`config.mk`:
```
export PLATFORM = sky130hd
export DESIGN_NAME = dds_drive
export DESIGN_NICKNAME = d
export VERILOG_FILES = /design/src/shared/dds_pkg.sv /design/src/hw/dds_drive.sv /design/src/hw/dds_head_pos.sv
export SDC_FILE = /design/constraint.sdc
export NUM_CORES = 1
export LEC_CHECK = 0
export BUFFER_PORTS_ARGS = -buffer_cell sky130_fd_sc_hd__buf_4
export CAP_MARGIN = 15
export CORE_MARGIN = 2
export CORE_UTILIZATION = 45
export CTS_BUF_LIST = sky130_fd_sc_hd__clkbuf_16
export CTS_CLUSTER_DIAMETER = 150
export DETAILED_ROUTE_END_ITERATION = 12
export PLACE_DENSITY = 0.73
export RECOVER_POWER = 100
export SETUP_SLACK_MARGIN = 0.5
export SLEW_MARGIN = 20
export SYNTH_ARGS = -nofsm -noshare
export SYNTH_HDL_FRONTEND = slang
export SYNTH_SLANG_ARGS = --single-unit
```
`constraint.sdc`:
```
create_clock -name pclk -period 5.16 [get_ports pclk]
set_input_delay 1.032 -clock pclk [delete_from_list [all_inputs] [get_ports pclk]]
set_output_delay 1.032 -clock pclk [all_outputs]
set_load 0.005 [all_outputs]
```
`src/shared/dds_pkg.sv`:
```
// Shared constants, register map and pin bundle for the diskette drive sequencing block.
package dds_pkg;
    // Register byte offsets on APB.
    localparam logic [11:0] CTRL_OFF   = 12'h000;
    localparam logic [11:0] STATUS_OFF = 12'h004;
    // Control register fields.
    localparam int          CTRL_WPDEF_BIT = 0;
    localparam logic [31:0] CTRL_RESET     = 32'h0000_0000;
    // Status register field positions.
    localparam int ST_SEL_BIT   = 0;
    localparam int ST_WP_BIT    = 1;
    localparam int ST_READY_BIT = 2;
    localparam int ST_HOME_BIT  = 3;
    localparam int ST_SIDE1_BIT = 4;
    localparam int ST_TRACK_LSB = 8;
    // Head positioning defaults.
    localparam int TRACK_W   = 7;
    localparam int MAX_TRACK = 79;
    // Read data is held back until the spindle has run this long.
    localparam int CLK_HZ     = 20_000_000;
    localparam int SPINUP_MS  = 200;
    localparam int SPINUP_CYC = SPINUP_MS * (CLK_HZ / 1000);

    // Host-driven interface pins, all active low.
    typedef struct packed {
        logic unit_sel_n;
        logic motor_on_n;
        logic dir_in_n;
        logic step_n;
        logic write_gate_n;
        logic write_data_n;
        logic side_sel_n;
    } dds_pins_s;
endpackage

```
`src/hw/dds_drive.sv`:
```
// Drive-side sequencing logic of a dual-headed diskette drive with an APB status port.
//
// Overview of operation
// - Selected drive accepts inputs, drives outputs, lights LED; otherwise idle, except spindle-run, which follows motor-on.
// - Protected diskette asserts protect output and blocks write current unless defeated.
// - Direction low steps inward one track; high steps outward one track.
// - Surface select low uses side 1 head, high uses side 0.
// - Read data valid only from 200 ms after spindle-run asserted.
// - Home-track output low only while heads sit at track 00.
// - With write gate low, each falling write-data edge reverses head current.
//
// The implementer's own choices: register access over APB and the address map.
`timescale 1ns/10ps
module dds_drive #(
    parameter int TRACK_W    = dds_pkg::TRACK_W,
    parameter int MAX_TRACK  = dds_pkg::MAX_TRACK,
    parameter int SPINUP_CYC = dds_pkg::SPINUP_CYC
) (
    // APB slave
    input  wire logic             pclk,
    input  wire logic             presetn,
    input  wire logic             psel,
    input  wire logic             penable,
    input  wire logic             pwrite,
    input  wire logic [11:0]      paddr,
    input  wire logic [31:0]      pwdata,
    output logic                  pready,
    output logic [31:0]           prdata,
    output logic                  pslverr,
    // Host interface pins
    input  wire dds_pkg::dds_pins_s pins,
    output logic                  track0_n,
    output logic                  wprot_n,
    output logic                  read_data_n,
    // Mechanism side
    input  wire logic             wp_sensed,
    input  wire logic             read_pulse,
    output logic                  activity_led,
    output logic                  spindle_run,
    output logic                  head_side1,
    output logic                  wr_enable,
    output logic                  wr_current
);
    localparam int CNT_W = $clog2(SPINUP_CYC + 1);
    localparam logic [CNT_W-1:0] SPIN_DONE = CNT_W'(SPINUP_CYC);
    localparam logic [CNT_W-1:0] CNT_ONE   = CNT_W'(1);

    dds_pkg::dds_pins_s prev_q;
    logic               sel;
    logic               step_rise;
    logic               data_fall;
    logic               wr_ok;
    logic [TRACK_W-1:0] track;
    logic               at_home;

    // Pin state and outputs.
    logic             track0_n_q, track0_n_d;
    logic             wprot_n_q, wprot_n_d;
    logic             rdata_n_q, rdata_n_d;
    logic             led_q, led_d;
    logic             spin_q, spin_d;
    logic             side1_q, side1_d;
    logic             wr_en_q, wr_en_d;
    logic             wr_cur_q, wr_cur_d;
    logic [CNT_W-1:0] spin_cnt_q, spin_cnt_d;
    logic             spin_rdy_q, spin_rdy_d;

    // Register file and bus state.
    logic             wp_defeat_q, wp_defeat_d;
    logic             pready_q, pready_d;
    logic [31:0]      prdata_q, prdata_d;
    logic             pslverr_q, pslverr_d;
    logic [31:0]      status;

    // Pins other than motor-on are only looked at while this unit is selected.
    assign sel       = !pins.unit_sel_n;
    assign step_rise = sel && !prev_q.step_n && pins.step_n;
    assign data_fall = prev_q.write_data_n && !pins.write_data_n;
    // A protected diskette blocks erase and write current unless the control register's defeat bit is set.
    assign wr_ok     = sel && !pins.write_gate_n && !(wp_sensed && !wp_defeat_q);

    dds_head_pos #(
        .TRACK_W   (TRACK_W),
        .MAX_TRACK (MAX_TRACK)
    ) u_head_pos (
        .pclk       (pclk),
        .presetn    (presetn),
        .step_pulse (step_rise),
        .inward     (!pins.dir_in_n),
        .track_q    (track),
        .at_home_q  (at_home)
    );

    always_comb
    begin
        led_d      = sel;
        spin_d     = !pins.motor_on_n;
        side1_d    = sel ? !pins.side_sel_n : side1_q;
        track0_n_d = !(sel && at_home);
        wprot_n_d  = !(sel && wp_sensed);
        wr_en_d    = wr_ok;
        wr_cur_d   = (wr_ok && data_fall) ? !wr_cur_q : wr_cur_q;
        // Spin-up timer restarts whenever the spindle is stopped.
        if (pins.motor_on_n)
            spin_cnt_d = '0;
        else if (spin_cnt_q != SPIN_DONE)
            spin_cnt_d = spin_cnt_q + CNT_ONE;
        else
            spin_cnt_d = spin_cnt_q;
        spin_rdy_d = !pins.motor_on_n && (spin_cnt_d == SPIN_DONE);
        // Read data is muted while writing and before the spindle is up to speed.
        rdata_n_d  = !(sel && spin_rdy_q && pins.write_gate_n && read_pulse);
    end

    always_ff @(posedge pclk or negedge presetn)
    begin
        if (!presetn)
        begin
            prev_q     <= '1;
            led_q      <= 1'b0;
            spin_q     <= 1'b0;
            side1_q    <= 1'b0;
            track0_n_q <= 1'b1;
            wprot_n_q  <= 1'b1;
            wr_en_q    <= 1'b0;
            wr_cur_q   <= 1'b0;
            spin_cnt_q <= '0;
            spin_rdy_q <= 1'b0;
            rdata_n_q  <= 1'b1;
        end
        else
        begin
            prev_q     <= pins;
            led_q      <= led_d;
            spin_q     <= spin_d;
            side1_q    <= side1_d;
            track0_n_q <= track0_n_d;
            wprot_n_q  <= wprot_n_d;
            wr_en_q    <= wr_en_d;
            wr_cur_q   <= wr_cur_d;
            spin_cnt_q <= spin_cnt_d;
            spin_rdy_q <= spin_rdy_d;
            rdata_n_q  <= rdata_n_d;
        end
    end

    always_comb
    begin
        status = '0;
        status[dds_pkg::ST_SEL_BIT]   = sel;
        status[dds_pkg::ST_WP_BIT]    = wp_sensed;
        status[dds_pkg::ST_READY_BIT] = spin_rdy_q;
        status[dds_pkg::ST_HOME_BIT]  = at_home;
        status[dds_pkg::ST_SIDE1_BIT] = side1_q;
        status[dds_pkg::ST_TRACK_LSB +: TRACK_W] = track;
    end

    // One wait state lets every bus output come from a flip-flop.
    always_comb
    begin
        wp_defeat_d = wp_defeat_q;
        pready_d    = psel && penable && !pready_q;
        prdata_d    = prdata_q;
        pslverr_d   = 1'b0;
        if (psel && penable && !pready_q)
        begin
            prdata_d = '0;
            case (paddr)
                dds_pkg::CTRL_OFF:
                begin
                    if (pwrite)
                        wp_defeat_d = pwdata[dds_pkg::CTRL_WPDEF_BIT];
                    else
                        prdata_d[dds_pkg::CTRL_WPDEF_BIT] = wp_defeat_q;
                end
                dds_pkg::STATUS_OFF:
                begin
                    if (!pwrite)
                        prdata_d = status;
                end
                default:
                    pslverr_d = 1'b1;
            endcase
        end
    end

    always_ff @(posedge pclk or negedge presetn)
    begin
        if (!presetn)
        begin
            wp_defeat_q <= dds_pkg::CTRL_RESET[dds_pkg::CTRL_WPDEF_BIT];
            pready_q    <= 1'b0;
            prdata_q    <= '0;
            pslverr_q   <= 1'b0;
        end
        else
        begin
            wp_defeat_q <= wp_defeat_d;
            pready_q    <= pready_d;
            prdata_q    <= prdata_d;
            pslverr_q   <= pslverr_d;
        end
    end

    assign pready       = pready_q;
    assign prdata       = prdata_q;
    assign pslverr      = pslverr_q;
    assign track0_n     = track0_n_q;
    assign wprot_n      = wprot_n_q;
    assign read_data_n  = rdata_n_q;
    assign activity_led = led_q;
    assign spindle_run  = spin_q;
    assign head_side1   = side1_q;
    assign wr_enable    = wr_en_q;
    assign wr_current   = wr_cur_q;

    property p_deselect_idle;
        @(posedge pclk) disable iff (!presetn)
        pins.unit_sel_n |=> (!led_q && track0_n_q && wprot_n_q && rdata_n_q && !wr_en_q);
    endproperty
    a_deselect_idle: assert property (p_deselect_idle) else $error("deselected drive left an output active");

    property p_protect_block;
        @(posedge pclk) disable iff (!presetn)
        (sel && wp_sensed && !wp_defeat_q) |=> (!wr_en_q && !wprot_n_q && wr_cur_q == $past(wr_cur_q));
    endproperty
    a_protect_block: assert property (p_protect_block) else $error("write current on a protected diskette");

    property p_step_in;
        @(posedge pclk) disable iff (!presetn)
        (step_rise && !pins.dir_in_n && track != TRACK_W'(MAX_TRACK)) |=> (track == $past(track) + TRACK_W'(1));
    endproperty
    a_step_in: assert property (p_step_in) else $error("inward step did not advance one track");

    property p_step_out;
        @(posedge pclk) disable iff (!presetn)
        (step_rise && pins.dir_in_n && track != '0) |=> (track == $past(track) - TRACK_W'(1));
    endproperty
    a_step_out: assert property (p_step_out) else $error("outward step did not retreat one track");

    property p_side_head;
        @(posedge pclk) disable iff (!presetn)
        sel |=> (side1_q == !$past(pins.side_sel_n));
    endproperty
    a_side_head: assert property (p_side_head) else $error("wrong head for surface select");

    property p_spinup_mute;
        @(posedge pclk) disable iff (!presetn)
        pins.motor_on_n |=> !spin_rdy_q ##1 rdata_n_q;
    endproperty
    a_spinup_mute: assert property (p_spinup_mute) else $error("read data passed before spin-up");

    property p_home_flag;
        @(posedge pclk) disable iff (!presetn)
        sel |=> (track0_n_q == !($past(at_home) && $past(track) == '0));
    endproperty
    a_home_flag: assert property (p_home_flag) else $error("home output disagrees with head position");

    property p_flux_reverse;
        @(posedge pclk) disable iff (!presetn)
        (wr_ok && data_fall) |=> (wr_cur_q != $past(wr_cur_q)) && wr_en_q;
    endproperty
    a_flux_reverse: assert property (p_flux_reverse) else $error("write current not reversed on data edge");
endmodule // dds_drive

```
`src/hw/dds_head_pos.sv`:
```
// Head position tracker: counts tracks on each step and flags the home track.
`timescale 1ns/10ps
module dds_head_pos #(
    parameter int TRACK_W   = dds_pkg::TRACK_W,
    parameter int MAX_TRACK = dds_pkg::MAX_TRACK
) (
    // Clock and reset
    input  wire logic               pclk,
    input  wire logic               presetn,
    // Step request
    input  wire logic               step_pulse,
    input  wire logic               inward,
    // Position
    output logic [TRACK_W-1:0]      track_q,
    output logic                    at_home_q
);
    localparam logic [TRACK_W-1:0] TOP  = TRACK_W'(MAX_TRACK);
    localparam logic [TRACK_W-1:0] ZERO = '0;
    localparam logic [TRACK_W-1:0] ONE  = TRACK_W'(1);

    logic [TRACK_W-1:0] track_d;
    logic               at_home_d;

    // The carriage stops at its end positions; further steps are absorbed.
    always_comb
    begin
        track_d = track_q;
        if (step_pulse)
        begin
            if (inward && track_q != TOP)
                track_d = track_q + ONE;
            else if (!inward && track_q != ZERO)
                track_d = track_q - ONE;
        end
        at_home_d = (track_d == ZERO);
    end

    always_ff @(posedge pclk or negedge presetn)
    begin
        if (!presetn)
        begin
            track_q   <= '0;
            at_home_q <= 1'b1;
        end
        else
        begin
            track_q   <= track_d;
            at_home_q <= at_home_d;
        end
    end
endmodule // dds_head_pos

```
# Word level (Yosys, flattened, before mapping)

Cells that the tools add are included.

Word-level logic and storage cells: 72
Output and inout bits: 42
Bits in registers: 76
Input bits: 58

Muxes and demuxes: 11
Equal/unequal tests: 4
Reductions and logical operators: 36
$add $sub $neg: 3

Operator list:

| cell                  | count |
|---|---|
| $mux 22               | 2 |
| $mux 31               | 1 |
| $add 22x1->22 const B | 1 |
| $eq 22x22->1 const B  | 1 |
| $ne 22x22->1 const B  | 1 |
| $mux 7                | 3 |
| $logic_and 1x1->1     | 17 |
| $mux 15               | 1 |
| $logic_not 1->1       | 14 |
| $eq 12x3->1 const B   | 1 |
| $logic_not 12->1      | 1 |
| $add 7x1->7 const B   | 1 |
| $logic_not 7->1       | 1 |
| $ne 7x7->1 const B    | 1 |
| $reduce_bool 7->1     | 1 |
| $sub 7x1->7 const B   | 1 |
| $mux 1                | 3 |
| $reduce_and 3->1      | 1 |
| $pmux 1 s2            | 1 |
| $reduce_or 2->1       | 1 |

# Depth between registers and ports, before layout

Gate-level depths: netlist of run 1.

Word-level depth: 6
Gate-level depth with buffers: 8
Gate-level depth less buffers: 8

# Cells and area by module

A second synthesis of run 1 with hierarchy kept.

Cells, all modules: 307
Area, all modules: 3066.7 um^2

By module, submodules not included:

| module       | cells each | instances | area each (um^2) | seq. area each (um^2) |
|---|---|---|---|---|
| dds_drive    | 239        | 1         | 2462.4           | 1207.4 |
| dds_head_pos | 68         | 1         | 604.3            | 201.4 |

# Least setup slack after synthesis of run 1

No wires, ideal clock.

Path kind: input to register
Start: in pins[4] (netlist name)
End: reg u_head_pos.at_home_q
Required time: 5.059 ns
Arrival time: 2.496 ns
Path buffers: 1
Stages: 7
Setup slack: 2.563 ns
Library setup time: 0.101 ns
Path through: buf_4 inv_1 or4_1 a211oi_2 nand2_1 xnor2_1 nor4b_1

Cells in the longest elaborated chain, start to end: 5
Elaborated cells between the ends (all ways): 7
Those cells by class: 3 x mux; 4 x reduce/logical

Ends and longest elaborated chain:

| element                                                     | line                                   | RTL |
|---|---|---|
| start, declared                                             | dds_drive.sv:31                        | `input wire dds_pkg::dds_pins_s pins,` |
| $logic_and 1x1->1 / $logic_not 1->1 (equally long branches) | dds_head_pos.sv:32, dds_drive.sv:89    |  |
| $mux 7 / $logic_and 1x1->1 (equally long branches)          | dds_head_pos.sv:32, dds_head_pos.sv:30 |  |
| $mux 7 *                                                    | dds_head_pos.sv:30                     | `if (inward && track_q != TOP)` |
| $mux 7 *                                                    | dds_head_pos.sv:28                     | `if (step_pulse)` |
| net u_head_pos.track_d[5]                                   | dds_head_pos.sv:21                     | `logic [TRACK_W-1:0] track_d;` |
| $logic_not 7->1 *                                           | dds_head_pos.sv:35                     | `at_home_d = (track_d == ZERO);` |
| net u_head_pos.at_home_d                                    | dds_head_pos.sv:22                     | `logic at_home_d;` |
| end signal, assigned                                        | dds_head_pos.sv:48                     | `at_home_q <= at_home_d;` |
| end, declared                                               | dds_head_pos.sv:15                     | `output logic at_home_q` |

Mark *: on every way through the listed nets, which the timed path passes. The rest lies on a longest branch.
A chain may end at the register's enable or synchronous reset.

==> results.toml, run 1 <==
[clock_tree]
clk-insertion-delay-late_ns = 0.30
cts.root.buffer_cell = "sky130_fd_sc_hd__clkbuf_16"
clk_pin_slew_worst_paths_ns = 0.07
count_of_cells_resized_by_post_cts_repair = 0
cts_tree = "yes"
cts_inserted_buffers = 5
setup_fix_buffers_added_after_clock_tree_synthesis = 0
cts_max_path_buffers = 2
number_of_clock_sinks = 56
cts.htree.levels = 2
holdBufCountCts = 0

[detailed_routing]
vias_per_cell = 5.50
dr_total_vias = 2334
initial_detailed_routing_violation_count = 101
drtAntennaViolNets = 0
drc_errors = 0
finalWirelength_mm = 6.23
post_drt_wl_per_cell_um = 14.7
drt_first_pass_iters = 4

[worst_setup_path]
crit_fanout = 56
timing.critical_path.cells = "clkbuf_1"
rrSetupSlack_ns = 2.07
cp_num_cells = 1
crit-reg2reg-launch = "spin_cnt_q[2]"
timing.critical_path.from = "presetn"
critPathCaptureType = "async pin"
start_kind = "input port"
worst_ep_required_time_ns = 4.94
cpLargestDelayFamily = "buffers and inverters"
cp-endpoint = "spin_cnt_q[21]"
critical_path.max_stage_delay_ns = 1.98
cp_num_buf_inv = 1
timing.reg2reg.worst_path_depth = 6
critical_path_data_arrival_time_ns = 3.05
setup.worst_path.class = "input port to async pin"
worst_r2r_endpoint = "spin_rdy_q"
worst_path_max_delay_cell = "sky130_fd_sc_hd__clkbuf_1"

[pwr]
static-leakage-power_nw = 1.56
vdd_ir_drop_max_uv = 139
power.total_mw = 1.08
power_per_cell_area_nw_per_um2 = 311

[synthesis]
synth-edff-count = 0
syn-cell-area_um2 = 3120
postSynthRegisterBits = 56
synthCells = 300
seq_area_frac_synth_pct = 45.1
synth_top_cell_area_share_pct = 40.1
cell_type_with_the_highest_aggregate_area_in_the_netlist = "sky130_fd_sc_hd__dfrtp_1"
synth_top_cells_by_count = "50 x sky130_fd_sc_hd__dfrtp_1, 24 x sky130_fd_sc_hd__nor2_1, 21 x sky130_fd_sc_hd__buf_4"
postSynth.asyncResetShare_pct = 100
synthesis.area_per_instance_um2 = 10.4
ys_dominant_reg_cell = "sky130_fd_sc_hd__dfrtp_1"
synth.top_cells.by_area = "sky130_fd_sc_hd__dfrtp_1 40%, sky130_fd_sc_hd__dfstp_2 5.1%, sky130_fd_sc_hd__buf_4 5.1%"
yosysUniqueCellTypes = 61
yosys.cell_count.top_type = "sky130_fd_sc_hd__dfrtp_1"
ys_warns = 0

[floorplan]
floorplan.die_area_um2 = 7620
rows = 30
initial_utilization_pct = 46.2
io_pins = 100
floorplan.core_area_um2 = 6760
die_x_um = 87.3
die-height_um = 87.3

[finish]
diodes = 0
finish.cell_count_without_fillers = 424
fin_nets = 406
syn_to_final_growth_pct = 10.9
drive_gt1_share_pct = 17.2

[global_route]
grt_max_degree = 57
global_route.overflow_total = 0
first_pass_grt_wire_length_mm = 10.4
grt.total_usage_pct = 17.0
number_of_global_route_vias_before_repair = 2190
number_of_antenna_violations_at_the_first_check_in_global_routing = 0

[placement]
place_hpwl_mm = 4.42
place.port_buffers = 48
dp_cells = 416
gp_congestion = 0.892

[sta]
worst_slew_margin_rel_pct = -90.4
drv_slew = 57
finalCritPeriodShare_pct = 63.3
fin_crit_ns = 3.27
timing_worst_slew_pin_value_ns = 2.86
report.final.hold_viol_count = 0
max_freq_ghz = 0.306
hold_slack_final_ns = 0.447
timing.final.setup_violations = 0
setup_tns_ns = 0
finalClockSkew_ns = 0.00764
grt_setup_unrepaired = "false"

[worst_hold_path]
worst_hold_path_type = "flip-flop to flip-flop"
whs_path_depth = 1

[run_status]
violations = "max-capacitance violations, max-slew violations"
status = "finished, violations left"

[run]
drv.max_cap_violation_count = 1
per-stage QoR:
step | setup slack, ns | util, % | instance area [um2]
global placement | 2.33 | 51.0 | 3450
global route | 1.27 | 51.2 | 3460
floorplan | 2.56 | - | 3190
CTS | 2.59 | 53.3 | 3600
detailed placement | 2.31 | 51.0 | 3450
finish | 1.89 | 51.2 | 3460
worst min-delay path by stage:
| stage | start | to | slack, ns |
|---|---|---|---|
| 6_report | spin_rdy_q | read_data_n | 0.45 |
| 5_1_grt | spin_rdy_q | read_data_n | 0.46 |
| 3_5_place_dp | spin_rdy_q | read_data_n | 0.44 |
| 2_1_floorplan | spin_rdy_q | read_data_n | 0.41 |
| 4_1_cts | spin_rdy_q | read_data_n | 0.45 |
| 3_3_place_gp | spin_rdy_q | read_data_n | 0.43 |
area by class of cell:
cell class / count / area (um2)
clock buffer: 5 / 125
clock inverter: 3 / 27.5
fill: 622 / 3290
inverter: 14 / 52.6
multi-input combinational: 217 / 1420
sequential: 56 / 1410
tap: 80 / 100
timing repair buffer: 49 / 327
report_power, final:
group	internal [mW]	total, mW	switching (mW)
combinational	0.0895	0.189	0.0998
sequential	0.477	0.537	0.0599
clock	0.185	0.350	0.165
registers in the layout, indices dropped and copies added (netlist names), 2 cells and up:
name and flops:
prdata 12, prev_q 2, spin_cnt_q 22, u_head_pos.track_q 7
per-layer routing:
layer / global-route usage [%] / part of all wire, %
met5: 0 / 0
met4: 4.20 / 1.1
met3: 2.94 / 3.3
met2: 28.4 / 49
met1: 22.8 / 47
worst reg2reg max path, delay by kind of cell (launching register included):
| family | cells | cell delay (ns) |
|---|---|---|
| DFF | 1 | 0.52 |
| and+or+nand+nor | 4 | 2.10 |
| AOI/OAI and AO/OA | 2 | 0.31 |
cells in the final DEF (no fill, tap or decap), drive strengths merged, types with 4 or more instances in the layout:
master	synthesis	final
conb	1	20
or4	4	4
nor3	8	8
buf	28	18
nor4	11	11
nand4	7	7
o21ai	6	6
dfrtp	50	50
and3	6	6
xor2	13	13
dfstp	6	6
ha	5	5
nand2	19	19
a22o	12	12
nand3	8	8
nor2	24	24
a21oi	11	11
inv	14	15
xnor2	10	10
clkbuf	4	36
o31ai	4	4
nor4b	5	5
cells by family after synthesis:
| logic type | synth area share [%] |
|---|---|
| xor gates and xnor gates | 6.45 |
| other | 0.120 |
| and+or+nand+nor | 23.7 |
| AOI/OAI and AO/OA | 12.3 |
| DFF | 45.1 |
| adders and majority gates | 2.00 |
| buffers and inverters | 8.50 |
| muxes | 1.80 |
Power figures use the tool's default switching activity.
==> inputs of run 2 (changes only) <==
==> constraint.sdc (replaced) <==
create_clock -name pclk -period 3.2 [get_ports pclk]
set_input_delay 0.64 -clock pclk [delete_from_list [all_inputs] [get_ports pclk]]
set_output_delay 0.64 -clock pclk [all_outputs]
set_load 0.005 [all_outputs]
==> run 2 against run 1 <==
  * The run now ends clean
  * Utilization is 0.78 points higher
  * Total power is 60% higher
  * Combinational power is 66% higher
  * Cell count stayed put
  * Clock power is 56% higher
  * Register-to-register slack worse by 1.5 ns
  * Routed wire length is 1.3% lower
  * Via count is 1.5% lower
  * Count of clock-buffer cells in the layout stayed put
  * Non-clock buffer count stayed put
  * Critical endpoint is now spin_rdy_q
  * Highest routed layer unchanged
==> results.toml, run 2 (same netlist as run 1, synthesis figures left out) <==
[run_status]
status = "finished, final reports clean"

[detailed_routing]
drt_first_pass_iters = 4
initial_detailed_routing_violation_count = 102
post_drt_wl_per_cell_um = 14.5
drc_errors = 0
vias_per_cell = 5.42
drtAntennaViolNets = 0
finalWirelength_mm = 6.15
dr_total_vias = 2299

[worst_setup_path]
setup.worst_path.class = "flip-flop to flip-flop"
critPathCaptureType = "flip-flop"
worst_ep_required_time_ns = 3.39
start_kind = "flip-flop"
critical_path_data_arrival_time_ns = 2.82
crit_fanout = 7

[pwr]
vdd_ir_drop_max_uv = 233
power_per_cell_area_nw_per_um2 = 490
static-leakage-power_nw = 1.59

[sta]
drv_slew = 0
setup_tns_ns = 0
finalCritPeriodShare_pct = 82.2
max_freq_ghz = 0.380
hold_slack_final_ns = 0.453
worst_slew_margin_rel_pct = 8.52
grt_setup_unrepaired = "false"
timing.final.setup_violations = 0
finalClockSkew_ns = 0.00805
fin_crit_ns = 2.63
timing_worst_slew_pin_value_ns = 1.37
report.final.hold_viol_count = 0

[global_route]
first_pass_grt_wire_length_mm = 10.5
grt_max_degree = 57
number_of_global_route_vias_before_repair = 2217
global_routing_met3_resource_utilization_pct = 2.94
number_of_antenna_violations_at_the_first_check_in_global_routing = 0
grt_use_met2_pct = 28.4
met1_usage_pct = 22.8
most_congested_layer_reported_by_global_routing = "met2"
global_route.overflow_total = 0
grt.total_usage_pct = 17.0

[finish]
diodes = 0
seqCellArea_um2 = 1410
layout.cells.most_common_list = "50 x sky130_fd_sc_hd__dfrtp_1, 24 x sky130_fd_sc_hd__nor2_1, 21 x sky130_fd_sc_hd__clkbuf_4, 20 x sky130_fd_sc_hd__conb_1, 19 x sky130_fd_sc_hd__nand2_1"
drive_gt1_share_pct = 18.9
layout.cells.most_common = "sky130_fd_sc_hd__dfrtp_1"
syn_to_final_growth_pct = 12.6
max_ffs_per_register = 22
regMostFlops = "spin_cnt_q"
fin_nets = 406
multi_input_area_um2 = 1480
fillerInstances = 618

[clock_tree]
cts.root.buffer_cell = "sky130_fd_sc_hd__clkbuf_16"
cts_inserted_buffers = 5
cts.htree.levels = 2
cts_max_path_buffers = 2
cts_tree = "yes"
setup_fix_buffers_added_after_clock_tree_synthesis = 0
number_of_clock_sinks = 56
holdBufCountCts = 0
clk_pin_slew_worst_paths_ns = 0.07
clk-insertion-delay-late_ns = 0.29
count_of_cells_resized_by_post_cts_repair = 0

[floorplan]
die-height_um = 87.3
die_x_um = 87.3
io_pins = 100
floorplan.die_area_um2 = 7620
initial_utilization_pct = 46.2
rows = 30
floorplan.core_area_um2 = 6760

[run]
drv.max_cap_violation_count = 0

[worst_hold_path]
worst_hold_path_type = "flip-flop to flip-flop"

[placement]
place.port_buffers = 48
place_hpwl_mm = 4.45
gp_congestion = 0.894
[run 2: cell counts in the layout (fill, tap and decap cells not counted)]
Identical to the previous run, type by type.
[run 2: critical path: stages (launching register included)]
cell and delay [ns]:
sky130_fd_sc_hd__dfrtp_1 0.43, sky130_fd_sc_hd__ha_1 0.26, sky130_fd_sc_hd__nand4_1 0.27, sky130_fd_sc_hd__nor3_1 0.66, sky130_fd_sc_hd__and2_0 0.35, sky130_fd_sc_hd__a21oi_1 0.11, sky130_fd_sc_hd__a21o_1 0.17, sky130_fd_sc_hd__nor4b_2 0.28
[run 2: final cells by class]
type / count / area share [%]
Multi-Input combinational cell: 217 / 42.0
Sequential cell: 56 / 40.1
Timing Repair Buffer: 49 / 9.43
Clock buffer: 5 / 3.56
Tap cell: 80 / 2.85
Inverter: 14 / 1.50
Clock inverter: 3 / 0.605
[run 2: worst paths after layout]
| path | start | to | slack (ns) | cells after the start |
|---|---|---|---|---|
| max | spin_cnt_q[1] | spin_rdy_q | 0.57 | 7 |
| min | spin_rdy_q | read_data_n | 0.45 | 1 |
| max reg2reg | spin_cnt_q[1] | spin_rdy_q | 0.57 | 7 |
| min reg2reg | spin_rdy_q | read_data_n | 0.45 | 1 |
| max in group asynchronous | presetn | wr_current | 1.72 | 1 |
| min in group asynchronous | presetn | spin_cnt_q[6] | 0.65 | 1 |
[run 2: where the power goes]
part | switching, mW | total (mW) | internal, mW
logic | 0.168 | 0.313 | 0.145
registers | 0.0942 | 0.864 | 0.769
clock network | 0.255 | 0.547 | 0.292
total | 0.517 | 1.72 | 1.21
[run 2: metrics by stage]
step	std cells	setup slack (ns)	utilization [%]	power, mW	instance area, um2
floorplan	319	0.995	-	1.10	3190
global placement	416	0.763	51.0	1.19	3450
detailed placement	416	0.754	51.0	1.20	3450
CTS	424	0.840	53.2	1.75	3590
global route	424	0.368	52.0	1.82	3510
finish	424	0.571	52.0	1.72	3510
[run 2: layer usage]
layer / part of all wire, % / vias up / wire (um)
met4: 0.78 / 0 / 48
met1: 46 / 1127 / 2850
met5: 0 / - / 0
met2: 50 / 46 / 3050
li1: - / 1121 / -
met3: 3.2 / 5 / 199
==> inputs of run 3 (changes only) <==
--- a/config.mk
+++ b/config.mk
@@ -12,7 +12,7 @@
 export CTS_BUF_LIST = sky130_fd_sc_hd__clkbuf_16
 export CTS_CLUSTER_DIAMETER = 150
 export DETAILED_ROUTE_END_ITERATION = 12
-export PLACE_DENSITY = 0.73
+export PLACE_DENSITY = 0.76
 export RECOVER_POWER = 100
 export SETUP_SLACK_MARGIN = 0.5
 export SLEW_MARGIN = 20
==> constraint.sdc (replaced) <==
create_clock -name pclk -period 2.2 [get_ports pclk]
set_input_delay 0.44 -clock pclk [delete_from_list [all_inputs] [get_ports pclk]]
set_output_delay 0.44 -clock pclk [all_outputs]
set_load 0.005 [all_outputs]
==> run 3 against run 2 <==
  * Sequential power grew 46%
  * Design area grew 23%
  * Via count grew 16%
  * Worst hold slack lost 0.20 ns
  * Non-clock buffer count grew 46
  * Register-to-register slack lost 0.49 ns
  * Sequential cell count is the same
  * Setup slack lost 0.49 ns
  * Global-route usage grew 3.2 points
  * Fmax grew 24%
  * Cell count grew 11%
  * Combinational power grew to 3.1 times the previous value
  * Largest cell class unchanged
==> results.toml, run 3 (same netlist as run 1, synthesis figures left out) <==
[run_status]
status = "finished, final reports clean"

[sta]
timing_worst_slew_pin_value_ns = 1.37
timing.final.setup_violations = 0
drv_slew = 0
worst_slew_margin_rel_pct = 8.88
report.final.hold_viol_count = 0
finalClockSkew_ns = 0.0103
finalCritPeriodShare_pct = 96.2
grt_setup_unrepaired = "true"
fin_crit_ns = 2.12
max_freq_ghz = 0.473

[detailed_routing]
drc_errors = 0
drtAntennaViolNets = 0
dr_total_vias = 2678
vias_per_cell = 5.70
drt_first_pass_iters = 4
finalWirelength_mm = 8.25
post_drt_wl_per_cell_um = 17.5
initial_detailed_routing_violation_count = 120

[clock_tree]
clk_pin_slew_worst_paths_ns = 0.08
cts.root.buffer_cell = "sky130_fd_sc_hd__clkbuf_16"
cts_max_path_buffers = 2
holdBufCountCts = 0
cts_tree = "yes"
cts_inserted_buffers = 5
cts.htree.levels = 2
clk-insertion-delay-late_ns = 0.30
number_of_clock_sinks = 56

[global_route]
number_of_antenna_violations_at_the_first_check_in_global_routing = 0
number_of_global_route_vias_before_repair = 2501
global_route.overflow_total = 0
grt.total_usage_pct = 20.2
first_pass_grt_wire_length_mm = 12.1
grt_max_degree = 57

[pwr]
vdd_ir_drop_max_uv = 622
power_per_cell_area_nw_per_um2 = 726
static-leakage-power_nw = 1.91

[finish]
drive_gt1_share_pct = 44.6
utilization_pct = 64.1
syn_to_final_growth_pct = 38.8
regMostFlops = "spin_cnt_q"
layout.cells.most_common = "sky130_fd_sc_hd__buf_4"
layout.cells.most_common_list = "51 x sky130_fd_sc_hd__buf_4, 33 x sky130_fd_sc_hd__dfrtp_1, 24 x sky130_fd_sc_hd__nor2_1, 23 x sky130_fd_sc_hd__clkbuf_4, 20 x sky130_fd_sc_hd__conb_1"
fin_nets = 452
fillerInstances = 500
diodes = 0
max_ffs_per_register = 22
finalInstanceArea_um2 = 4330

[floorplan]
die_x_um = 87.3
rows = 30
floorplan.core_area_um2 = 6760
die-height_um = 87.3
initial_utilization_pct = 46.2
floorplan.die_area_um2 = 7620
io_pins = 100

[run]
drv.max_cap_violation_count = 0

[worst_setup_path]
cpLargestDelayFamily = "simple AND/OR/NAND/NOR gates"
cp_num_buf_inv = 1
rrSetupSlack_ns = 0.08
start_kind = "flip-flop"
worst_path_max_delay_cell = "sky130_fd_sc_hd__dfrtp_2"
critical_path.max_stage_delay_ns = 0.46
crit_fanout = 5
timing.critical_path.cells = "inv_2, ha_1, nor4bb_4, a31oi_2, nor3_2, xor2_1, nand4bb_4, nor4b_4"
critical_path_data_arrival_time_ns = 2.32
worst_ep_required_time_ns = 2.40
setup.worst_path.class = "flip-flop to flip-flop"
critPathCaptureType = "flip-flop"

[worst_hold_path]
worst_hold_path_type = "input port to flip-flop"

[placement]
gp_congestion = 0.843
place.port_buffers = 48
post_dp_cell_area_um2 = 3580
place_hpwl_mm = 4.82
==> run 3: what timing repair did <==
item,in CTS,in global routing
gates resized for setup,33,44
setup buffers,16,17
cloned,0,0
pin swaps,24,18
endpoints found under the setup margin,14,29
==> run 3: worst paths after layout <==
check	startpoint	depth (start not counted)	end
worst max-delay path	u_head_pos.track_q[1]	8	u_head_pos.at_home_q
worst min-delay path	pins[1]	1	prev_q[1]
worst max register to register	u_head_pos.track_q[1]	8	u_head_pos.at_home_q
worst min register to register	spin_rdy_q	1	read_data_n
max in group asynchronous	presetn	1	spin_cnt_q[2]
min in group asynchronous	presetn	1	prdata[1]
==> run 3: cell type report <==
class,count,area (um2),share of cell area [%]
well taps,80,100,2.31
repair buffers,95,746,17.2
clock inverters,3,46.3,1.07
clock buffers,5,125,2.89
multi-input cells,217,1830,42.3
inverters,14,52.6,1.21
flip-flops and latches,56,1430,33.0
==> run 3: routing by layer <==
layer / vias up / GRT usage [%] / part of all wire (%)
met2: 95 / 33.4 / 52
met4: 0 / 7.41 / 2.4
met1: 1343 / 25.3 / 41
met5: - / 0 / 0
li1: 1218 / - / -
met3: 22 / 5.50 / 4.5
==> run 3: where the power goes <==
| part | internal, mW | switching [mW] | total [mW] |
|---|---|---|---|
| Sequential | 1.13 | 0.130 | 1.26 |
| Combinational | 0.496 | 0.472 | 0.968 |
| Clock | 0.542 | 0.375 | 0.917 |
==> run 3: stage by stage <==
step                      power (mW)  std cells  worst slack (ns)  hold WS, ns  TNS, ns
after floorplan                 1.62        319             0.284        0.144        0
after detailed placement        1.80        429            0.0390        0.437        0
after global routing            3.29        470           -0.0118        0.240  -0.0118
after CTS                       2.82        453             0.161        0.213        0
final                           3.14        470            0.0845        0.255        0
after global placement          1.78        429            0.0858        0.433        0
